## src/design/zone_read_consts.svh

```systemverilog
`ifndef ZONE_READ_CONSTS_SVH
`define ZONE_READ_CONSTS_SVH

// =====================================================
// frame layout
`define CMD_READ 4'h2
`define SEL_NORMAL 8'h00
`define REQ_BYTES 3'h4
`define IDX_CMD 3'h0
`define IDX_SEL 3'h1
`define IDX_ADDR 3'h2
`define IDX_LEN 3'h3

// =====================================================
// acknowledge and status codes
`define ACK_OK 8'h00
`define ACK_FAIL 8'h01
`define ST_OK 8'h00
`define ST_NO_ZONE 8'h99
`define ST_BAD_SEL 8'hA1
`define ST_BAD_ADDR 8'hA2
`define ST_BAD_LEN 8'hA3
`define ST_NEED_SEC 8'hA9
`define ST_NEED_PW 8'hD9
`define ST_MEM_FAULT 8'hEE

// =====================================================
// fifo defaults
`define FIFO_DEPTH 8
`define FIFO_WIDTH 9

`endif

```

## src/design/zone_read_pkg.sv

```systemverilog
package zone_read_pkg;

  // =====================================================
  // communication security modes
  typedef enum logic [1:0] {
    SEC_NORMAL,
    SEC_AUTH,
    SEC_ENC
  } sec_mode_t;

  // =====================================================
  // command handler states
  typedef enum logic [2:0] {
    ST_IDLE,
    ST_ECHO,
    ST_ACKN,
    ST_FETCH,
    ST_PUSH,
    ST_STAT
  } read_state_t;

endpackage : zone_read_pkg

```

## src/design/reply_fifo.sv

```systemverilog
`timescale 1ns/10ps
`default_nettype none

module reply_fifo #(
  parameter int WIDTH = 9,
  parameter int DEPTH = 8
) (
  // clock and reset
  input wire logic core_clk,
  input wire logic reset,
  // fill side
  input wire logic inValid,
  output logic inReady,
  input wire logic [WIDTH-1:0] inData,
  // drain side
  output logic outValid,
  input wire logic outReady,
  output logic [WIDTH-1:0] outData
);

  localparam int PW = $clog2(DEPTH);

  logic [WIDTH-1:0] store_reg [DEPTH];
  logic [PW-1:0] wrPtr_reg;
  logic [PW-1:0] rdPtr_reg;
  logic [PW:0] count_reg;
  logic doWrite;
  logic doRead;

  assign inReady = (count_reg != (PW+1)'(DEPTH));
  assign outValid = (count_reg != '0);
  assign doWrite = inValid && inReady;
  assign doRead = outValid && outReady;
  assign outData = store_reg[rdPtr_reg];

  // =====================================================
  // storage, no reset needed on data
  always_ff @(posedge core_clk) begin
    if (doWrite) begin
      store_reg[wrPtr_reg] <= inData;
    end
  end

  // =====================================================
  // pointers and fill level
  always_ff @(posedge core_clk or posedge reset) begin
    if (reset) begin
      wrPtr_reg <= '0;
      rdPtr_reg <= '0;
      count_reg <= '0;
    end else begin
      if (doWrite) begin
        wrPtr_reg <= (wrPtr_reg == PW'(DEPTH-1)) ? '0 : wrPtr_reg + 1'b1;
      end
      if (doRead) begin
        rdPtr_reg <= (rdPtr_reg == PW'(DEPTH-1)) ? '0 : rdPtr_reg + 1'b1;
      end
      if (doWrite && !doRead) begin
        count_reg <= count_reg + 1'b1;
      end else if (doRead && !doWrite) begin
        count_reg <= count_reg - 1'b1;
      end
    end
  end

endmodule : reply_fifo

`default_nettype wire

```

## src/design/user_zone_read.sv

```systemverilog
// Contract
// RL1 - read request, command nibble 2 with card identifier, returns selected zone bytes only
// RL2 - byte pointer steps by one after each memory fetch, from start location
// RL3 - reads never pass the zone end; such requests are refused
// RL4 - length field is count minus one; length plus one bytes returned
// RL5 - reply only in active protocol state, otherwise silent
// RL6 - under encryption only data bytes are encrypted
// RL7 - unsecured and authentication-only modes send every byte plain
// RL8 - normal read selector is 0x00; other selectors get nack status 0xA1
// RL9 - invalid start location gets nack status 0xA2
// RL10 - length beyond zone size gets nack status 0xA3
// RL11 - reader should ask at most 64 bytes, ideally 32 or fewer
// RL12 - request with transmission errors is dropped without reply
// RL13 - status 0x00 success, 0xEE memory fault with ack or nack
// RL14 - no zone selected gives nack status 0x99
// RL15 - missing security gives 0xA9, unverified password gives 0xD9
// RL16 - reply: echo, acknowledge, data, status, check bytes; failure omits data
// RL17 - reader sends command, selector, location, length, two check bytes
// RL18 - request and reply end with two check bytes, checked on reception
// RL19 - large variant: selector bits 7..1 zero, bit 0 is location bit eight
// RL20 - large variant never reports the invalid-selector status
// RL21 - acknowledge all zeros on success, bit 0 set on failure
// RL22 - with several errors only the first one detected is reported
// RL23 - wrong card identifier or undefined command is ignored silently
// RL24 - one zone selected at a time by a separate command
// RL25 - check bytes are the type B sixteen-bit crc over the frame
// RL26 - all checks finish before any data byte is sent
`timescale 1ns/10ps
`default_nettype none
`include "zone_read_consts.svh"

module user_zone_read #(
  parameter int FIFO_DEPTH = `FIFO_DEPTH
) (
  // clock and reset
  input wire logic core_clk,
  input wire logic reset,
  // received request bytes, check bytes already stripped
  input wire logic rxValid,
  input wire logic [7:0] rxByte,
  input wire logic rxEnd,
  input wire logic rxCrcOk,
  // device state
  input wire logic protoActive,
  input wire logic [3:0] cardIdentifier,
  input wire logic largeMemory,
  input wire zone_read_pkg::sec_mode_t secMode,
  input wire logic zoneSelected,
  input wire logic [9:0] zoneSize,
  input wire logic needAuth,
  input wire logic needEnc,
  input wire logic needPassword,
  input wire logic passwordOk,
  // user memory read port, one cycle latency
  output logic memRead,
  output logic [8:0] memAddr,
  input wire logic [7:0] memData,
  input wire logic memFault,
  // keystream
  output logic ksStep,
  input wire logic [7:0] ksByte,
  // reply bytes, front end appends check bytes after txLast
  output logic txValid,
  output logic [7:0] txByte,
  output logic txLast,
  input wire logic txReady,
  // status
  output logic busy
);

  zone_read_pkg::read_state_t state_reg;
  zone_read_pkg::read_state_t state_next;
  logic [2:0] rxCount_reg;
  logic cmdOk_reg;
  logic [7:0] operationSelector_reg;
  logic [7:0] addrLo_reg;
  logic [7:0] len_reg;
  logic [7:0] status_reg;
  logic [7:0] remain_reg;
  logic [8:0] ptr_reg;
  logic [7:0] status_next;
  logic [9:0] startLoc;
  logic [10:0] endLoc;
  logic accept;
  logic pushValid;
  logic pushReady;
  logic [7:0] pushByte;
  logic pushLast;
  logic push;
  logic [8:0] fifoOut;

  // =====================================================
  // request capture
  always_ff @(posedge core_clk or posedge reset) begin
    if (reset) begin
      rxCount_reg <= '0;
      cmdOk_reg <= 1'b0;
      operationSelector_reg <= '0;
      addrLo_reg <= '0;
      len_reg <= '0;
    end else if (state_reg != zone_read_pkg::ST_IDLE || rxEnd) begin
      rxCount_reg <= '0;
    end else if (rxValid) begin
      if (rxCount_reg != 3'h7) begin
        rxCount_reg <= rxCount_reg + 1'b1;
      end
      case (rxCount_reg)
        `IDX_CMD: begin
          cmdOk_reg <= (rxByte == {cardIdentifier, `CMD_READ}); // see RL1 see RL23
        end
        `IDX_SEL: begin
          operationSelector_reg <= rxByte;
        end
        `IDX_ADDR: begin
          addrLo_reg <= rxByte;
        end
        `IDX_LEN: begin
          len_reg <= rxByte;
        end
        default: begin
        end
      endcase
    end
  end

  // short or long frames count as transmission errors
  assign accept = (state_reg == zone_read_pkg::ST_IDLE) && rxEnd && rxCrcOk // see RL12 see RL18
    && (rxCount_reg == `REQ_BYTES) && cmdOk_reg && protoActive; // see RL5 see RL23

  // =====================================================
  // request checks, first failing check wins
  assign startLoc = largeMemory ? {1'b0, operationSelector_reg[0], addrLo_reg} // see RL19
    : {2'b00, addrLo_reg};
  assign endLoc = {1'b0, startLoc} + {3'b000, len_reg} + 11'h001; // see RL4

  always_comb begin
    status_next = `ST_OK; // see RL13
    if (!zoneSelected) begin // see RL24
      status_next = `ST_NO_ZONE; // see RL14 see RL22
    end else if (!largeMemory && operationSelector_reg != `SEL_NORMAL) begin
      status_next = `ST_BAD_SEL; // see RL8
    end else if (largeMemory && operationSelector_reg[7:1] != 7'h00) begin
      status_next = `ST_BAD_ADDR; // see RL20
    end else if (startLoc >= zoneSize) begin
      status_next = `ST_BAD_ADDR; // see RL9
    end else if (endLoc > {1'b0, zoneSize}) begin
      status_next = `ST_BAD_LEN; // see RL10 see RL3
    end else if ((needAuth && secMode == zone_read_pkg::SEC_NORMAL)
        || (needEnc && secMode != zone_read_pkg::SEC_ENC)) begin
      status_next = `ST_NEED_SEC; // see RL15
    end else if (needPassword && !passwordOk) begin
      status_next = `ST_NEED_PW; // see RL15
    end
  end

  // =====================================================
  // reply sequencer
  assign push = pushValid && pushReady;

  always_comb begin
    state_next = state_reg;
    case (state_reg)
      zone_read_pkg::ST_IDLE: begin
        if (accept) begin
          state_next = zone_read_pkg::ST_ECHO;
        end
      end
      zone_read_pkg::ST_ECHO: begin
        if (push) begin
          state_next = zone_read_pkg::ST_ACKN;
        end
      end
      zone_read_pkg::ST_ACKN: begin
        if (push) begin
          // checks are already complete here, so a failure holds no data
          state_next = (status_reg == `ST_OK) ? zone_read_pkg::ST_FETCH // see RL26
            : zone_read_pkg::ST_STAT; // see RL16
        end
      end
      zone_read_pkg::ST_FETCH: begin
        if (pushReady) begin
          state_next = zone_read_pkg::ST_PUSH;
        end
      end
      zone_read_pkg::ST_PUSH: begin
        state_next = (remain_reg == 8'h00) ? zone_read_pkg::ST_STAT
          : zone_read_pkg::ST_FETCH; // see RL4
      end
      zone_read_pkg::ST_STAT: begin
        if (push) begin
          state_next = zone_read_pkg::ST_IDLE;
        end
      end
      default: begin
        state_next = zone_read_pkg::ST_IDLE;
      end
    endcase
  end

  always_ff @(posedge core_clk or posedge reset) begin
    if (reset) begin
      state_reg <= zone_read_pkg::ST_IDLE;
    end else begin
      state_reg <= state_next;
    end
  end

  // =====================================================
  // pointer, remaining count, status
  always_ff @(posedge core_clk or posedge reset) begin
    if (reset) begin
      ptr_reg <= '0;
      remain_reg <= '0;
      status_reg <= `ST_OK;
    end else if (accept) begin
      ptr_reg <= startLoc[8:0]; // see RL2
      remain_reg <= len_reg;
      status_reg <= status_next;
    end else if (state_reg == zone_read_pkg::ST_PUSH) begin
      ptr_reg <= ptr_reg + 9'h001; // see RL2
      if (remain_reg != 8'h00) begin
        remain_reg <= remain_reg - 8'h01;
      end
      if (memFault) begin
        status_reg <= `ST_MEM_FAULT; // see RL13
      end
    end
  end

  // fifo room checked at fetch, nothing else fills it, so push cannot stall
  assign memRead = (state_reg == zone_read_pkg::ST_FETCH) && pushReady; // see RL1
  assign memAddr = ptr_reg;
  assign ksStep = (state_reg == zone_read_pkg::ST_PUSH) && (secMode == zone_read_pkg::SEC_ENC);

  always_comb begin
    pushValid = 1'b0;
    pushByte = 8'h00;
    pushLast = 1'b0;
    case (state_reg)
      zone_read_pkg::ST_ECHO: begin
        pushValid = 1'b1;
        pushByte = {cardIdentifier, `CMD_READ}; // see RL16
      end
      zone_read_pkg::ST_ACKN: begin
        pushValid = 1'b1;
        pushByte = (status_reg == `ST_OK) ? `ACK_OK : `ACK_FAIL; // see RL21
      end
      zone_read_pkg::ST_PUSH: begin
        pushValid = 1'b1;
        pushByte = ksStep ? (memData ^ ksByte) : memData; // see RL6 see RL7
      end
      zone_read_pkg::ST_STAT: begin
        pushValid = 1'b1;
        pushByte = status_reg;
        pushLast = 1'b1; // see RL18 see RL25
      end
      default: begin
      end
    endcase
  end

  // =====================================================
  // reply buffer
  reply_fifo #(
    .WIDTH(`FIFO_WIDTH),
    .DEPTH(FIFO_DEPTH)
  ) replyBuffer (
    .core_clk(core_clk),
    .reset(reset),
    .inValid(pushValid),
    .inReady(pushReady),
    .inData({pushLast, pushByte}),
    .outValid(txValid),
    .outReady(txReady),
    .outData(fifoOut)
  );

  assign txByte = fifoOut[7:0];
  assign txLast = fifoOut[8];
  assign busy = (state_reg != zone_read_pkg::ST_IDLE);

  // =====================================================
  // checks
  echo_byte_a: assert property (@(posedge core_clk) disable iff (reset) // see RL16
    (state_reg == zone_read_pkg::ST_ECHO && push) |-> pushByte == {cardIdentifier, `CMD_READ})
    else $error("echo byte wrong");

  nack_no_data_a: assert property (@(posedge core_clk) disable iff (reset) // see RL26
    (state_reg == zone_read_pkg::ST_ACKN && push && pushByte[0]) |=> !memRead [*2])
    else $error("data after nack");

  ptr_step_a: assert property (@(posedge core_clk) disable iff (reset) // see RL2
    (state_reg == zone_read_pkg::ST_PUSH && !accept) |=> ptr_reg == $past(ptr_reg) + 9'h001)
    else $error("pointer did not step");

  plain_mode_a: assert property (@(posedge core_clk) disable iff (reset) // see RL7
    (push && secMode != zone_read_pkg::SEC_ENC) |-> !ksStep)
    else $error("encrypted in plain mode");

  enc_data_a: assert property (@(posedge core_clk) disable iff (reset) // see RL6
    ksStep |-> (state_reg == zone_read_pkg::ST_PUSH && pushByte == (memData ^ ksByte)))
    else $error("keystream outside data");

  silent_inactive_a: assert property (@(posedge core_clk) disable iff (reset) // see RL5
    (state_reg == zone_read_pkg::ST_IDLE && rxEnd && !protoActive)
      |=> state_reg == zone_read_pkg::ST_IDLE)
    else $error("reply while inactive");

  crc_drop_a: assert property (@(posedge core_clk) disable iff (reset) // see RL12
    (state_reg == zone_read_pkg::ST_IDLE && rxEnd && !rxCrcOk)
      |=> state_reg == zone_read_pkg::ST_IDLE [*2])
    else $error("reply to bad frame");

  zone_bound_a: assert property (@(posedge core_clk) disable iff (reset) // see RL3
    memRead |-> {1'b0, memAddr} < zoneSize)
    else $error("read beyond zone");

  last_byte_a: assert property (@(posedge core_clk) disable iff (reset) // see RL4
    (state_reg == zone_read_pkg::ST_PUSH && remain_reg == 8'h00)
      |=> state_reg == zone_read_pkg::ST_STAT)
    else $error("data count wrong");

  no_zone_a: assert property (@(posedge core_clk) disable iff (reset) // see RL14
    (accept && !zoneSelected) |=> status_reg == `ST_NO_ZONE ##1 pushByte == `ACK_FAIL)
    else $error("missing zone status");

endmodule : user_zone_read

`default_nettype wire

```

## config.mk

```make
export PLATFORM = sky130hd
export DESIGN_NAME = user_zone_read
export DESIGN_NICKNAME = d
export VERILOG_FILES = /design/src/design/zone_read_pkg.sv /design/src/design/reply_fifo.sv /design/src/design/user_zone_read.sv
export VERILOG_INCLUDE_DIRS = /design/src /design/src/design
export SDC_FILE = /design/constraint.sdc
export NUM_CORES = 1
export LEC_CHECK = 0
export BUFFER_PORTS_ARGS = -buffer_cell sky130_fd_sc_hd__buf_4
export CORE_ASPECT_RATIO = 0.6
export CORE_MARGIN = 4
export CORE_UTILIZATION = 30
export DETAILED_ROUTE_END_ITERATION = 12
export PLACE_DENSITY_LB_ADDON = 0.05
export SLEW_MARGIN = 25
export SYNTH_ARGS = -nofsm -noshare
export SYNTH_HDL_FRONTEND = slang
export SYNTH_HIERARCHICAL = 1
export SYNTH_SLANG_ARGS = --single-unit
```

## constraint.sdc

```tcl
create_clock -name core_clk -period 3 [get_ports core_clk]
set_input_delay 0.15 -clock core_clk [delete_from_list [all_inputs] [get_ports core_clk]]
set_output_delay 0.15 -clock core_clk [all_outputs]
set_load 0.02 [all_outputs]
```

==> flow_summary_export.csv <==
group,metric,value,unit
outcome,status,"finished, violations left",
outcome,violations,"negative setup slack",
worst_hold_path,whs_path_depth,2,
final_layout,post-route-cell-area,9360,um^2
detailed_routing,drcViolationCount,0,
yosys,ys_top_cells_by_area,"edfxtp_1 29%, dfrtp_1 22%, ha_1 7.2%, mux2_2 6.0%, mux4_1 6.0%",
global_route,grt_max_degree,44,
yosys,synthFlopType,"edfxtp_1",
final_layout,drive_gt1_frac,0.309,
die,rows,44,
detailed_routing,vias,5252,
global_route,grt_usage,0.161,
final_layout,instances_no_fill,1046,
detailed_routing,ant_nets,0,
yosys,yosysWarnings,6,
yosys,synth_edf_count,72,
timing,clock_skew,0.0126,ns
setup_path,r2r_start,"addrLo_reg[0]",
global_route,grt_pass1_wl,32600,um
die,coreArea,24300,um^2
detailed_routing,routed_wl,21400,um
detailed_routing,drtIter0Drc,332,
global_route,grt_pass1_vias,5247,
clock_tree,clock_path_buffers,2,
setup_path,timing.rr.end,"status_reg[5]",
timing,setup_tns,-2.35,ns
clock_tree,clk-insertion-delay-late,0.43,ns
final_layout,diodes,0,
yosys,netlist_area,7460,um^2
global_route,grt_most_used_layer,"met1",
placement,place_congestion,0.879,
placement,hpwl,16100,um
die,dieArea,27500,um^2
worst_hold_path,hold_end,"operationSelector_reg[4]",
timing,max_slew.worst_pin.slew,0.884,ns
clock_tree,cts.sinks,138,
timing,rsz0062_at_grt,"yes",
yosys,syn_nets,688,
setup_path,regToRegSetupSlack,-0.42,ns
global_route,overflow,0,
pwr,ir_worst_vdd,0.431,mV
timing,finalSetupViolations,7,
yosys,synth_cells,589,
yosys,synth_top_area_frac,0.290,
clock_tree,cts_buffers,17,
placement,placed_area,8610,um^2
yosys,async_reset_ff_frac,0.478,
die,ioPinCount,76,
clock_tree,clockRootBuffer,"clkbuf_16",
setup_path,required,3.30,ns
final_layout,nets,810,
setup_path,critPathMaxFanout,5,
setup_path,rr_worst_depth,15,
detailed_routing,wl_per_cell,20.5,um
placement,port_buffers,75,
pwr,power.density,902,nW/um^2
placement,place_inst,1004,
timing,finalMaxSlewViolations,0,
setup_path,critical_path_arrival,3.71,ns
yosys,synth_seq_cells,138,
die,die_h,130,um
global_route,grt_util_met2,0.204,
timing,max_freq,293,MHz
timing,fin_ws,-0.415,ns
clock_tree,cts_tree,"done",
setup_path,end_kind,"flop",
yosys,synth_top_area_cell,"edfxtp_1",
yosys,synth_seq_area_share,0.511,
final_layout,area_growth,25.5,%
pwr,power.leakage,3.95,nW
final_layout,largest_register_ffs,72,
die,initial_core_util,0.306,
yosys,yosysUniqueCellTypes,69,
yosys,syn_area_per_cell,12.7,um^2
clock_tree,clk_pin_slew_worst_paths,0.07,ns
detailed_routing,viasPerCell,5.02,
setup_path,worst_setup_path_start_kind,"flop",
timing,final.min_clock_period,3.42,ns
worst_hold_path,worstHoldStart,"rxByte[4]",
final_layout,post-route-util,0.385,
clock_tree,cts_htree_levels,4,
worst_hold_path,holdCritPathClass,"input pin to flop",
yosys,synth_most_common_cell,"edfxtp_1",
die,dieWidth,212,um
global_route,antenna_found_initial,0,
job,drv_cap,0,
yosys,synth_common_cells,"72 x edfxtp_1, 66 x dfrtp_1, 43 x ha_1",
timing,relSlewSlack,0.411,
global_route,grt_use_met1,0.269,
timing,period_share,1.14,
timing,hold_viol,0,
setup_path,critical_path_class,"flop to flop",
detailed_routing,firstDrtPassIters,5,
global_route,gr-usage-met3,0.0334,
[cells in the final DEF (no fill, tap or decap), types with 8 or more instances in the layout]
cell type	netlist	routed
a21oi_1	17	17
a221o_1	11	11
buf_4	0	116
clkbuf_16	0	17
dfrtp_1	66	66
edfxtp_1	72	72
ha_1	43	42
inv_1	25	22
mux2_2	40	40
mux4_1	17	17
nand2_1	35	35
nand2b_1	10	10
nand3_1	8	8
nor2_1	37	35
nor2b_1	9	9
nor3_1	17	17
o21ai_0	23	22
xnor2_1	18	18
[report_power, final]
part	switching [W]	leakage, nW	internal, W	total, W
Sequential	0.000395	1.51	0.00264	0.00303
Combinational	0.00174	2.17	0.00157	0.00331
Clock	0.000874	0.270	0.00123	0.00211
[what timing repair did]
action,in CTS,in global routing
endpoints found under the hold margin,24,0
endpoints found under the setup margin,7,7
gates resized for setup,7,9
hold buffers,7,0
pin swaps,13,13
setup buffers,3,1
[layout make-up]
type / instances / area, um^2
timing repair buffer: 124 / 952
sequential: 138 / 3810
clock buffer: 19 / 433
fill: 2331 / 15000
clock inverter: 13 / 143
multi-input combinational: 405 / 3520
tap: 322 / 403
inverter: 25 / 95.1
[per-stage QoR]
| stage | setup slack [ns] | power, W | hold slack, ns |
|---|---|---|---|
| 6_report | -0.415 | 0.00845 | 0.0257 |
| 5_1_grt | -0.502 | 0.00902 | 0.0286 |
| 4_1_cts | -0.415 | 0.00852 | 0.00795 |
| 3_5_place_dp | -0.508 | 0.00637 | 0.191 |
| 3_3_place_gp | -0.392 | 0.00633 | 0.183 |
| 2_1_floorplan | -0.148 | 0.00521 | -0.00982 |
[worst max-delay path: stages (launching register included)]
cell	delay (ns)
dfrtp_1	0.39
inv_2	0.09
ha_4	0.14
inv_2	0.04
fa_2	0.36
a21o_1	0.21
a211oi_2	0.25
nor2_2	0.09
nor2_2	0.13
xnor2_1	0.08
ha_1	0.30
nand4_1	0.11
or3_4	0.39
o311a_4	0.15
or4_4	0.41
a2bb2oi_1	0.14
[worst max-delay path by stage]
| stage | from | slack [ns] | cells past startpoint | to |
|---|---|---|---|---|
| floorplan | addrLo_reg[0] | -0.15 | 15 | status_reg[6] |
| global placement | addrLo_reg[1] | -0.39 | 12 | status_reg[6] |
| detailed placement | addrLo_reg[0] | -0.51 | 15 | status_reg[6] |
| CTS | addrLo_reg[0] | -0.42 | 15 | status_reg[5] |
| global route | addrLo_reg[0] | -0.50 | 15 | status_reg[5] |
| finish | addrLo_reg[0] | -0.42 | 15 | status_reg[5] |
[metal layers]
metal / part of all wire / wire (um) / vias up
met5: 0 / 0 / -
met4: 0.0056 / 119 / 0
met3: 0.043 / 922 / 8
met2: 0.38 / 8090 / 116
met1: 0.57 / 12300 / 2640
li1: - / - / 2488
[kinds of logic after synthesis]
logic type	Yosys count	share of synthesized area
AND/OR/NAND/NOR	174	0.129
flip-flops	138	0.511
AO/OA/AOI/OAI	97	0.0901
multiplexers	65	0.135
buffers and inverters	46	0.0287
adder cells (fa/ha/maj)	45	0.0775
XOR/XNOR	24	0.0282
No activity file was read; power rests on OpenSTA's default activity.
